$ cat config.mk
export PLATFORM = sky130hd
export DESIGN_NAME = periodic_wakeup_unit
export DESIGN_NICKNAME = d
export VERILOG_FILES = /design/src/core/wakeup_pkg.sv /design/src/core/level_sync.sv /design/src/core/wake_counter.sv /design/src/core/periodic_wakeup_unit.sv
export SDC_FILE = /design/constraint.sdc
export NUM_CORES = 1
export LEC_CHECK = 0
export ABC_AREA = 1
export BUFFER_PORTS_ARGS = -buffer_cell sky130_fd_sc_hd__buf_4
export CORE_ASPECT_RATIO = 0.8
export CORE_UTILIZATION = 54
export CTS_CLUSTER_SIZE = 20
export DETAILED_ROUTE_END_ITERATION = 10
export HOLD_SLACK_MARGIN = 0.03
export PLACE_DENSITY = 0.86
export SLEW_MARGIN = 30
export SYNTH_ARGS = -nofsm -noshare
export SYNTH_HDL_FRONTEND = slang
export SYNTH_SLANG_ARGS = --single-unit
$ cat constraint.sdc
create_clock -name i_clk -period 2.2 [get_ports i_clk]
set_input_delay 0.44 -clock i_clk [delete_from_list [all_inputs] [get_ports i_clk]]
set_output_delay 0.44 -clock i_clk [all_outputs]
set_load 0.01 [all_outputs]
$ cat src/core/wakeup_pkg.sv
// Constants, register map and state types of the stop-mode periodic wakeup unit
package wakeup_pkg;

    // Register byte offsets on the Avalon-MM slave
    localparam logic [4:0] OFS_PORT_A = 5'h00;
    localparam logic [4:0] OFS_KSC    = 5'h04;
    localparam logic [4:0] OFS_KEN    = 5'h08;
    localparam logic [4:0] OFS_CFG1   = 5'h0c;
    localparam logic [4:0] OFS_CFG2   = 5'h10;
    localparam logic [4:0] OFS_ISTS   = 5'h14;
    localparam logic [4:0] OFS_IMSK   = 5'h18;

    // Field positions
    localparam int PA_LATCH_BIT    = 6;
    localparam int KSC_FLAG_BIT    = 3;
    localparam int KSC_ACK_BIT     = 2;
    localparam int KSC_MASK_BIT    = 1;
    localparam int KEN_WAKE_EN_BIT = 6;
    localparam int CFG1_RATE_BIT   = 0;
    localparam int CFG2_KEEP_BIT   = 0;
    localparam int IRQ_OVF_BIT     = 0;
    localparam int IRQ_LATCH_BIT   = 1;

    // Counter width and default overflow counts, in source clock edges
    localparam int              CNT_W           = 16;
    localparam logic [15:0]     SHORT_COUNT_DEF = 16'h0200;
    localparam logic [15:0]     LONG_COUNT_DEF  = 16'h4000;
    localparam logic [15:0]     CNT_ZERO        = 16'h0000;

    typedef struct packed {
        logic s1;
        logic s2;
    } sync_state_t;

    typedef struct packed {
        logic        run;
        logic        keep;
        logic        rate;
    } wake_cfg_t;

    typedef struct packed {
        logic [15:0] count;
        logic        tick_prev;
        logic        ovf;
    } cnt_state_t;

    typedef struct packed {
        logic        latch;
        logic        wake_en;
        logic        mask;
        logic        rate_sel;
        logic        osc_keep;
        logic [1:0]  sts;
        logic [1:0]  imsk;
        logic        bus_done;
        logic [7:0]  rdata;
        logic        wake_req;
        logic        vec_irq;
        logic        stop_exit;
        logic        irq;
    } main_state_t;

    // Every control bit comes up cleared
    localparam sync_state_t SYNC_RST = '0;
    localparam cnt_state_t  CNT_RST  = '0;
    localparam main_state_t MAIN_RST = '0;

endpackage : wakeup_pkg

$ cat src/core/level_sync.sv
// Two-flop synchroniser for one asynchronous level
`timescale 1ns/1ps
module level_sync
    import wakeup_pkg::*;
(
    input  wire logic i_clk,
    input  wire logic i_rst,
    input  wire logic i_async,
    output logic      o_sync
);

    sync_state_t st;
    sync_state_t next_st;

    always_comb
    begin
        next_st    = st;
        next_st.s1 = i_async;
        next_st.s2 = st.s1;
    end

    always_ff @(posedge i_clk or posedge i_rst)
    begin
        if (i_rst)
            st <= SYNC_RST;
        else
            st <= next_st;
    end

    assign o_sync = st.s2;

endmodule : level_sync

$ cat src/core/wake_counter.sv
// Wakeup period counter stepping on edges of the selected slow source
`timescale 1ns/1ps
module wake_counter
    import wakeup_pkg::*;
#(
    parameter logic [15:0] SHORT_COUNT = SHORT_COUNT_DEF,
    parameter logic [15:0] LONG_COUNT  = LONG_COUNT_DEF
)
(
    input  wire logic       i_clk,
    input  wire logic       i_rst,
    input  wire logic       i_rc_lvl,
    input  wire logic       i_bus_lvl,
    input  wire wake_cfg_t  i_cfg,
    output logic            o_overflow,
    output logic [15:0]     o_count
);

    cnt_state_t  st;
    cnt_state_t  next_st;
    logic        tick_src;
    logic [15:0] limit;

    always_comb
    begin
        next_st   = st;
        tick_src  = i_cfg.keep ? i_bus_lvl : i_rc_lvl;
        limit     = i_cfg.rate ? (SHORT_COUNT - 16'h0001) : (LONG_COUNT - 16'h0001);
        next_st.tick_prev = tick_src;
        next_st.ovf       = 1'b0;
        // Held at zero outside stop so each entry starts a full period
        if (!i_cfg.run)
            next_st.count = CNT_ZERO;
        else if (tick_src && !st.tick_prev)
        begin
            if (st.count >= limit)
            begin
                next_st.count = CNT_ZERO;
                next_st.ovf   = 1'b1;
            end
            else
                next_st.count = st.count + 16'h0001;
        end
    end

    always_ff @(posedge i_clk or posedge i_rst)
    begin
        if (i_rst)
            st <= CNT_RST;
        else
            st <= next_st;
    end

    assign o_overflow = st.ovf;
    assign o_count    = st.count;

endmodule : wake_counter

$ cat src/core/periodic_wakeup_unit.sv
// Stop-mode periodic wakeup unit with Avalon-MM registers and keypad hand-off
//
// Notes on behaviour
// - Stop mode entry enables wakeup generation
// - Oscillator and counter idle outside stop
// - Request pulse with enable set latches
// - Latch reads at port A bit 6
// - Keep-on bit selects doubled bus clock
// - Overflow latches request, forwarded to keypad
// - Request serviced only while enable set
// - Rate select one short, zero long
// - Acknowledge write or reset clears latch
// - Enable never alters latch read value
// - Wakeup shares the keypad interrupt vector
// - Stop exit only while keypad mask clear
`timescale 1ns/1ps
module periodic_wakeup_unit
    import wakeup_pkg::*;
#(
    parameter logic [15:0] SHORT_COUNT = SHORT_COUNT_DEF,
    parameter logic [15:0] LONG_COUNT  = LONG_COUNT_DEF
)
(
    input  wire logic        i_clk,
    input  wire logic        i_rst,
    input  wire logic [4:0]  i_avs_address,
    input  wire logic        i_avs_read,
    input  wire logic        i_avs_write,
    input  wire logic [31:0] i_avs_writedata,
    input  wire logic [3:0]  i_avs_byteenable,
    output logic [31:0]      o_avs_readdata,
    output logic             o_avs_waitrequest,
    input  wire logic        i_stop_mode,
    input  wire logic        i_wakeup_rc_oscillator,
    input  wire logic        i_doubled_bus_clock,
    input  wire logic        i_keypad_pin_flag,
    output logic             o_wakeup_request,
    output logic             o_keypad_vector_irq,
    output logic             o_stop_exit,
    output logic             o_irq
);

    ////////////////////////////////////////////////////////////////////////////
    // Declarations

    main_state_t st;
    main_state_t next_st;
    wake_cfg_t   cfg;
    logic        rc_lvl;
    logic        bus_lvl;
    logic        ovf;
    logic [15:0] count;
    logic        req;
    logic        take;
    logic        wr_hit;
    logic        ack_wr;
    logic        sts_rd;
    logic        latch_set;
    logic        serviced;
    logic        sel_lvl;
    logic [1:0]  events;
    logic [1:0]  sts_clr;
    logic [7:0]  rd_val;

    ////////////////////////////////////////////////////////////////////////////
    // Slow clock sources and the period counter

    level_sync u_rc_sync
    (
        .i_clk   (i_clk),
        .i_rst   (i_rst),
        .i_async (i_wakeup_rc_oscillator),
        .o_sync  (rc_lvl)
    );

    level_sync u_bus_sync
    (
        .i_clk   (i_clk),
        .i_rst   (i_rst),
        .i_async (i_doubled_bus_clock),
        .o_sync  (bus_lvl)
    );

    // One driver for the whole carrier struct
    assign cfg = '{
        run:  i_stop_mode,
        keep: st.osc_keep,
        rate: st.rate_sel
    };

    wake_counter #(
        .SHORT_COUNT (SHORT_COUNT),
        .LONG_COUNT  (LONG_COUNT)
    ) u_counter
    (
        .i_clk      (i_clk),
        .i_rst      (i_rst),
        .i_rc_lvl   (rc_lvl),
        .i_bus_lvl  (bus_lvl),
        .i_cfg      (cfg),
        .o_overflow (ovf),
        .o_count    (count)
    );

    ////////////////////////////////////////////////////////////////////////////
    // Bus decode: one wait state, effects land on the completing edge

    assign req     = i_avs_read | i_avs_write;
    assign take    = req & st.bus_done;
    assign wr_hit  = take & i_avs_write & i_avs_byteenable[0];
    assign ack_wr  = wr_hit & (i_avs_address == OFS_KSC) & i_avs_writedata[KSC_ACK_BIT];
    assign sts_rd  = take & i_avs_read & (i_avs_address == OFS_ISTS);
    assign sel_lvl = st.osc_keep ? bus_lvl : rc_lvl;

    always_comb
    begin
        rd_val = 8'h00;
        case (i_avs_address)
            OFS_PORT_A:
                rd_val[PA_LATCH_BIT] = st.latch;
            OFS_KSC:
            begin
                rd_val[KSC_FLAG_BIT] = i_keypad_pin_flag;
                rd_val[KSC_MASK_BIT] = st.mask;
            end
            OFS_KEN:
                rd_val[KEN_WAKE_EN_BIT] = st.wake_en;
            OFS_CFG1:
                rd_val[CFG1_RATE_BIT] = st.rate_sel;
            OFS_CFG2:
                rd_val[CFG2_KEEP_BIT] = st.osc_keep;
            OFS_ISTS:
                rd_val[1:0] = st.sts;
            OFS_IMSK:
                rd_val[1:0] = st.imsk;
            default:
                rd_val = 8'h00;
        endcase
    end

    ////////////////////////////////////////////////////////////////////////////
    // Next state

    always_comb
    begin
        next_st   = st;
        latch_set = ovf & st.wake_en;
        serviced  = st.latch & st.wake_en;
        events    = 2'h0;
        events[IRQ_OVF_BIT]   = ovf;
        events[IRQ_LATCH_BIT] = latch_set;
        // Only bits that the master actually saw are cleared by its read
        sts_clr   = sts_rd ? st.rdata[1:0] : 2'h0;

        next_st.bus_done = req & ~st.bus_done;
        if (req && !st.bus_done)
            next_st.rdata = rd_val;

        if (wr_hit)
        begin
            case (i_avs_address)
                OFS_KSC:
                    next_st.mask = i_avs_writedata[KSC_MASK_BIT];
                OFS_KEN:
                    next_st.wake_en = i_avs_writedata[KEN_WAKE_EN_BIT];
                OFS_CFG1:
                    next_st.rate_sel = i_avs_writedata[CFG1_RATE_BIT];
                OFS_CFG2:
                    next_st.osc_keep = i_avs_writedata[CFG2_KEEP_BIT];
                OFS_IMSK:
                    next_st.imsk = i_avs_writedata[1:0];
                default:
                    next_st.imsk = st.imsk;
            endcase
        end

        // Set beats acknowledge in the same cycle
        next_st.latch = latch_set | (st.latch & ~ack_wr);
        next_st.sts   = (st.sts & ~sts_clr) | events;

        next_st.wake_req  = serviced;
        // Wakeup rides on the keypad vector, gated by the keypad mask
        next_st.vec_irq   = (i_keypad_pin_flag | serviced) & ~st.mask;
        next_st.stop_exit = (i_keypad_pin_flag | serviced) & ~st.mask & i_stop_mode;
        next_st.irq       = |(st.sts & st.imsk);
    end

    always_ff @(posedge i_clk or posedge i_rst)
    begin
        if (i_rst)
            st <= MAIN_RST;
        else
            st <= next_st;
    end

    ////////////////////////////////////////////////////////////////////////////
    // Outputs

    assign o_avs_waitrequest   = req & ~st.bus_done;
    assign o_avs_readdata      = {24'h000000, st.rdata};
    assign o_wakeup_request    = st.wake_req;
    assign o_keypad_vector_irq = st.vec_irq;
    assign o_stop_exit         = st.stop_exit;
    assign o_irq               = st.irq;
endmodule : periodic_wakeup_unit

==> flow_metrics.tcl, run 1 <==
set metrics [dict create \
    grt_pass1_vias 1645 \
    worst_r2r_endpoint "u_counter.o_count[0]" \
    max_freq_mhz 561 \
    cp.required_ns 1.76 \
    place_congestion 0.818 \
    die_h_um 61.7 \
    clockRootBuffer "clkbuf_8" \
    status "finished, final reports clean" \
    clk_latency_ns 0.29 \
    synthDistinctLibCells 30 \
    post_drt_wl_per_cell_um 11.3 \
    num_antenna_cells 0 \
    syn_to_final_growth_pct 9.78 \
    rsz0062_at_grt "false" \
    synth_top_area_share_pct 41.6 \
    cts_hold_buffers 0 \
    hpwl_um 3240 \
    die_area_sq_um 4730 \
    coreArea_sq_um 4230 \
    ys_seq_area_share_pct 41.6 \
    io_buffer_count 26 \
    hold_depth 1 \
    nFillCells 355 \
    layout-drive-gt1-share_pct 19.2 \
    drt-initial-drc-count 165 \
    path_max_fanout 8 \
    ios 86 \
    maxSlewHeadroom_pct 66.6 \
    syn-mean-instance-area_sq_um 7.79 \
    finalCritPeriodShare_pct 81.0 \
    layout_commonest_cell "nand2_1" \
    cp-end-kind "output port" \
    yosysTopAreaCell "dfrtp_1" \
    cts.sinks 40 \
    cellLeakagePower_nw 1.39 \
    syn_area_sq_um 2410 \
    routed-via-count 1929 \
    die_w_um 76.6 \
    finalHoldViolCount 0 \
    hold_path_class "in -> reg" \
    numCtsBuffers 5 \
    reg2reg_depth 7 \
    htree_levels 2 \
    post-cts-setup-buffer-count 0 \
    drc 0 \
    setup_viol 0 \
    grt_pass1_wl_um 7300 \
    min_to "u_rc_sync.next_st[0]" \
    nets 392 \
    grt_usage_pct 20.2 \
    finalInstanceArea_sq_um 2640 \
    crit_slowest_cell "dfrtp_1" \
    layout_common_cells "71 x nand2_1, 40 x dfrtp_1, 39 x inv_1" \
    cap_violations 0 \
    peakVddDrop_v 0.000488 \
    post_cts_resized 0 \
    tightest_slew_ns 0.501 \
    dr.pass1.iters 4 \
    reg2reg_from "cfg[0]" \
    maxSlewViolCount 0 \
    cp-start-kind "flop" \
    rows 21 \
    fin_skew_ns 0.00702 \
    grt_antenna_before_repair 0 \
    cts_buffer_depth 2 \
    ant_nets 0 \
    hold_start "i_wakeup_rc_oscillator" \
    path_cells "nor2_1 -> buf_4" \
    power_density_nw_per_um2 614 \
    cts_tree "done" \
    grt_remaining_overflow 0 \
    grt_start_max_net_pins 41 \
    initial_core_util_pct 56.9 \
    synth.yosys.warnings 0 \
    tns_ns 0 \
    synthTopCellsByArea "dfrtp_1 42%, nand2_1 11%, buf_4 10%" \
    multi_input_area_sq_um 1100 \
    crit_type "reg -> out" \
    path_clk_slew_ns 0.08 \
    regArea_sq_um 1000 \
    reg2reg_slack_ns 0.47 \
    place_area_sq_um 2530 \
    synth_seq_cells 40 \
    finalCriticalPeriod_ns 1.78 \
    crit_arrival_ns 1.34 \
    wirelength_um 4460 \
    netlist_instances 309 \
    viasPerCell 4.88 \
    cp_slowest_stage_delay_ns 0.42 \
]
worst max-delay path: cells and delay by family (launching register included):
family | cells | cell delay, ns
buf+inv | 1 | 0.21
flops | 1 | 0.42
simple gates | 1 | 0.41
area by class of cell:
cell class              instances  area share (%)
multi-input cells             222            41.7
repair buffers                 27            7.67
well taps                      57            2.70
clock inverters                 3            1.61
flip-flops and latches         40            37.9
inverters                      41            5.83
clock buffers                   5            2.61
routing by layer:
metal  vias to the layer above  GRT usage (%)  wire (um)
met5                         -              0          0
met1                       893           26.8       2140
met3                         6           4.53        195
met4                         0           7.69         48
li1                        969              -          -
met2                        61           33.3       2080
synthesized netlist by cell type:
cell type,n
nor3_1,1
o22ai_1,1
conb_1,1
nand2_2,6
buf_4,32
inv_2,2
o21ai_0,11
nor2_4,2
nor2_8,1
inv_1,39
a22o_1,1
nor2_2,15
dfrtp_1,40
o21ai_2,1
nand2_1,71
a21oi_1,4
nand4_1,7
xor2_1,1
ha_1,6
buf_6,1
a21o_1,1
nor3_2,1
o21ai_1,5
nor3b_1,1
nor2_1,25
a31oi_1,2
nand3_2,1
nand3_1,28
nand2_4,1
and2_1,1
flip-flops by register name (all words and copies together), names as in the netlist, 2 cells and up:
| register | count |
|---|---|
| o_avs_readdata | 4 |
| cfg | 2 |
| st | 8 |
| u_counter.o_count | 16 |
worst max path at each step:
stage               startpoint                    end  slack [ns]  cells after the start
global placement        cfg[0]   u_counter.o_count[0]        0.56                      7
floorplan               cfg[0]  u_counter.o_count[10]        0.72                      7
global route            cfg[0]   u_counter.o_count[0]        0.34                      8
detailed placement      cfg[0]   u_counter.o_count[0]        0.52                      7
CTS                     st[12]      o_avs_waitrequest        0.43                      2
finish                  st[12]      o_avs_waitrequest        0.42                      2
report_power, final:
part,internal (W),switching [W]
clock,0.000336,0.000261
combinational,0.0000782,0.000138
sequential,0.000779,0.0000310
per-stage QoR:
step	instances	utilization [%]	total power [W]	setup slack (ns)	hold WS (ns)
2_1_floorplan	336	-	0.000995	0.721	0.331
3_3_place_gp	387	59.8	0.00103	0.558	0.332
3_5_place_dp	387	59.8	0.00104	0.522	0.338
4_1_cts	395	62.4	0.00163	0.434	0.250
5_1_grt	395	62.4	0.00170	0.342	0.244
6_report	395	62.4	0.00162	0.419	0.253
cells by family (layout without fill, tap and decap cells):
| kind of cell | count (synthesis) | in the layout | share of synthesized area (%) |
|---|---|---|---|
| XOR/XNOR | 1 | 1 | 0.364 |
| flip-flops | 40 | 40 | 41.6 |
| AO/OA/AOI/OAI | 26 | 26 | 5.98 |
| AND/OR/NAND/NOR | 161 | 161 | 31.9 |
| buffers and inverters | 74 | 76 | 16.8 |
| other | 1 | 28 | 0.156 |
| adder cells (fa/ha/maj) | 6 | 6 | 3.12 |
No activity file was read; power rests on OpenSTA's default activity.
==> run 2, diff against run 1 <==
CORE_UTILIZATION = 50   (was 54)
PLACE_DENSITY = 0.8   (was 0.86)
clock period = 1.81 ns   (was 2.2 ns; I/O delays follow)
==> flow_metrics.tcl, run 2 (synthesis results as in run 1) <==
set metrics [dict create \
    grt_pass1_vias 1769 \
    path_clk_slew_ns 0.08 \
    cp-end-kind "flop" \
    peakVddDrop_v 0.000429 \
    die_area_sq_um 5100 \
    cp.buffers_inverters 0 \
    die_w_um 79.6 \
    initial_core_util_pct 52.3 \
    drc 0 \
    ant_nets 0 \
    layout_common_cells "71 x nand2_1, 39 x inv_1, 39 x dfrtp_1" \
    status "finished, final reports clean" \
    syn_to_final_growth_pct 10.3 \
    layout-drive-gt1-share_pct 19.8 \
    finalCritPeriodShare_pct 93.7 \
    grt_antenna_before_repair 0 \
    fin_worst_hold_slack_ns 0.173 \
    wirelength_um 4620 \
    hold_path_class "in -> reg" \
    fin_skew_ns 0.00878 \
    grt_usage_pct 20.0 \
    layout_commonest_cell "nand2_1" \
    cellLeakagePower_nw 1.39 \
    rsz0062_at_grt "false" \
    grt_pass1_wl_um 7810 \
    drt-initial-drc-count 183 \
    num_antenna_cells 0 \
    cap_violations 0 \
    cp.required_ns 2.04 \
    post_drt_wl_per_cell_um 11.6 \
    io_buffer_count 26 \
    cp-start-kind "flop" \
    viasPerCell 4.81 \
    cts.sinks 40 \
    path_cells "ha_1 -> a21o_1 -> nor2_1 -> nand2_1 -> o21ai_2 -> nand2_4 -> nor2_2" \
    htree_levels 2 \
    nets 393 \
    ios 86 \
    crit_arrival_ns 1.93 \
    tns_ns 0 \
    coreArea_sq_um 4600 \
    largest_register_ffs 16 \
    clk_latency_ns 0.30 \
    crit_type "reg -> reg" \
    grt_start_max_net_pins 41 \
    finalHoldViolCount 0 \
    grt_remaining_overflow 0 \
    path_max_fanout 10 \
    max_freq_mhz 590 \
    cp_slowest_stage_delay_ns 0.47 \
    maxSlewViolCount 0 \
    cp_top_family "simple AND/OR/NAND/NOR gates" \
    place_congestion 0.835 \
    setup_viol 0 \
    dr.pass1.iters 5 \
    numCtsBuffers 5 \
    finalCriticalPeriod_ns 1.70 \
    die_h_um 64.0 \
    cts_buffer_depth 2 \
    clockRootBuffer "clkbuf_8" \
    rows 22 \
    power_density_nw_per_um2 749 \
    cts_tree "done" \
    crit_slowest_cell "dfrtp_2" \
    hpwl_um 3410 \
    routed-via-count 1920 \
]
[run 2: cell types whose count changed in the layout (fill, tap and decap cells not counted), sizes merged]
cell,before,now
buf,27,28
[run 2: final timing paths]
kind | from | to | slack [ns] | depth (start not counted)
min reg2reg | u_bus_sync.next_st[0] | u_bus_sync.o_sync | 0.35 | 0
max reg2reg | cfg[0] | u_counter.o_count[4] | 0.11 | 7
min in group asynchronous | i_rst | u_counter.o_count[1] | 0.18 | 3
max in group asynchronous | i_rst | cfg[0] | 1.26 | 3
max | cfg[0] | u_counter.o_count[4] | 0.11 | 7
min | i_doubled_bus_clock | u_bus_sync.next_st[0] | 0.17 | 1
[run 2: area by class of cell]
cell class                      count  area [sq um]
Inverter                           41           154
Clock buffer                        5          68.8
Multi-Input combinational cell    222          1100
Fill cell                         422          1940
Clock inverter                      3          42.5
Tap cell                           60          75.1
Timing Repair Buffer               28           210
Sequential cell                    40          1000
[run 2: worst register-to-register path, stage by stage (launching register included)]
cell and delay, ns:
dfrtp_2 0.47, ha_1 0.33, a21o_1 0.16, nor2_1 0.09, nand2_1 0.11, o21ai_2 0.19, nand2_4 0.16, nor2_2 0.12
[run 2: layer usage]
layer / part of all wire, % / vias to the layer above / global-route usage, %
met5: 0 / - / 0
met4: 1.5 / 0 / 7.27
met3: 4.8 / 9 / 3.71
met2: 46 / 61 / 31.8
met1: 47 / 874 / 26.9
li1: - / 976 / -
[run 2: through the flow]
stage               total power, W  utilization, %  worst slack (ns)  std cells  instance area, sq um
floorplan                  0.00121               -             0.331        336                  2510
global placement           0.00126            55.3             0.168        391                  2540
detailed placement         0.00127            55.3             0.124        391                  2540
CTS                        0.00200            57.7            0.0828        399                  2650
global route               0.00208            57.7            0.0188        399                  2650
finish                     0.00199            57.7             0.114        399                  2650
[run 2: what timing repair did]
action                                  in CTS  in global routing
endpoints found under the hold margin        0                  0
resized for setup                            0                  1
hold buffers                                 0                  0
endpoints found under the setup margin       0                  7
setup buffers                                0                  0
[run 2: power breakdown]
part | internal (W) | total (W) | switching [W]
Clock | 0.000408 | 0.000734 | 0.000326
Combinational | 0.0000981 | 0.000268 | 0.000170
Sequential | 0.000947 | 0.000986 | 0.0000383
Total | 0.00145 | 0.00199 | 0.000534
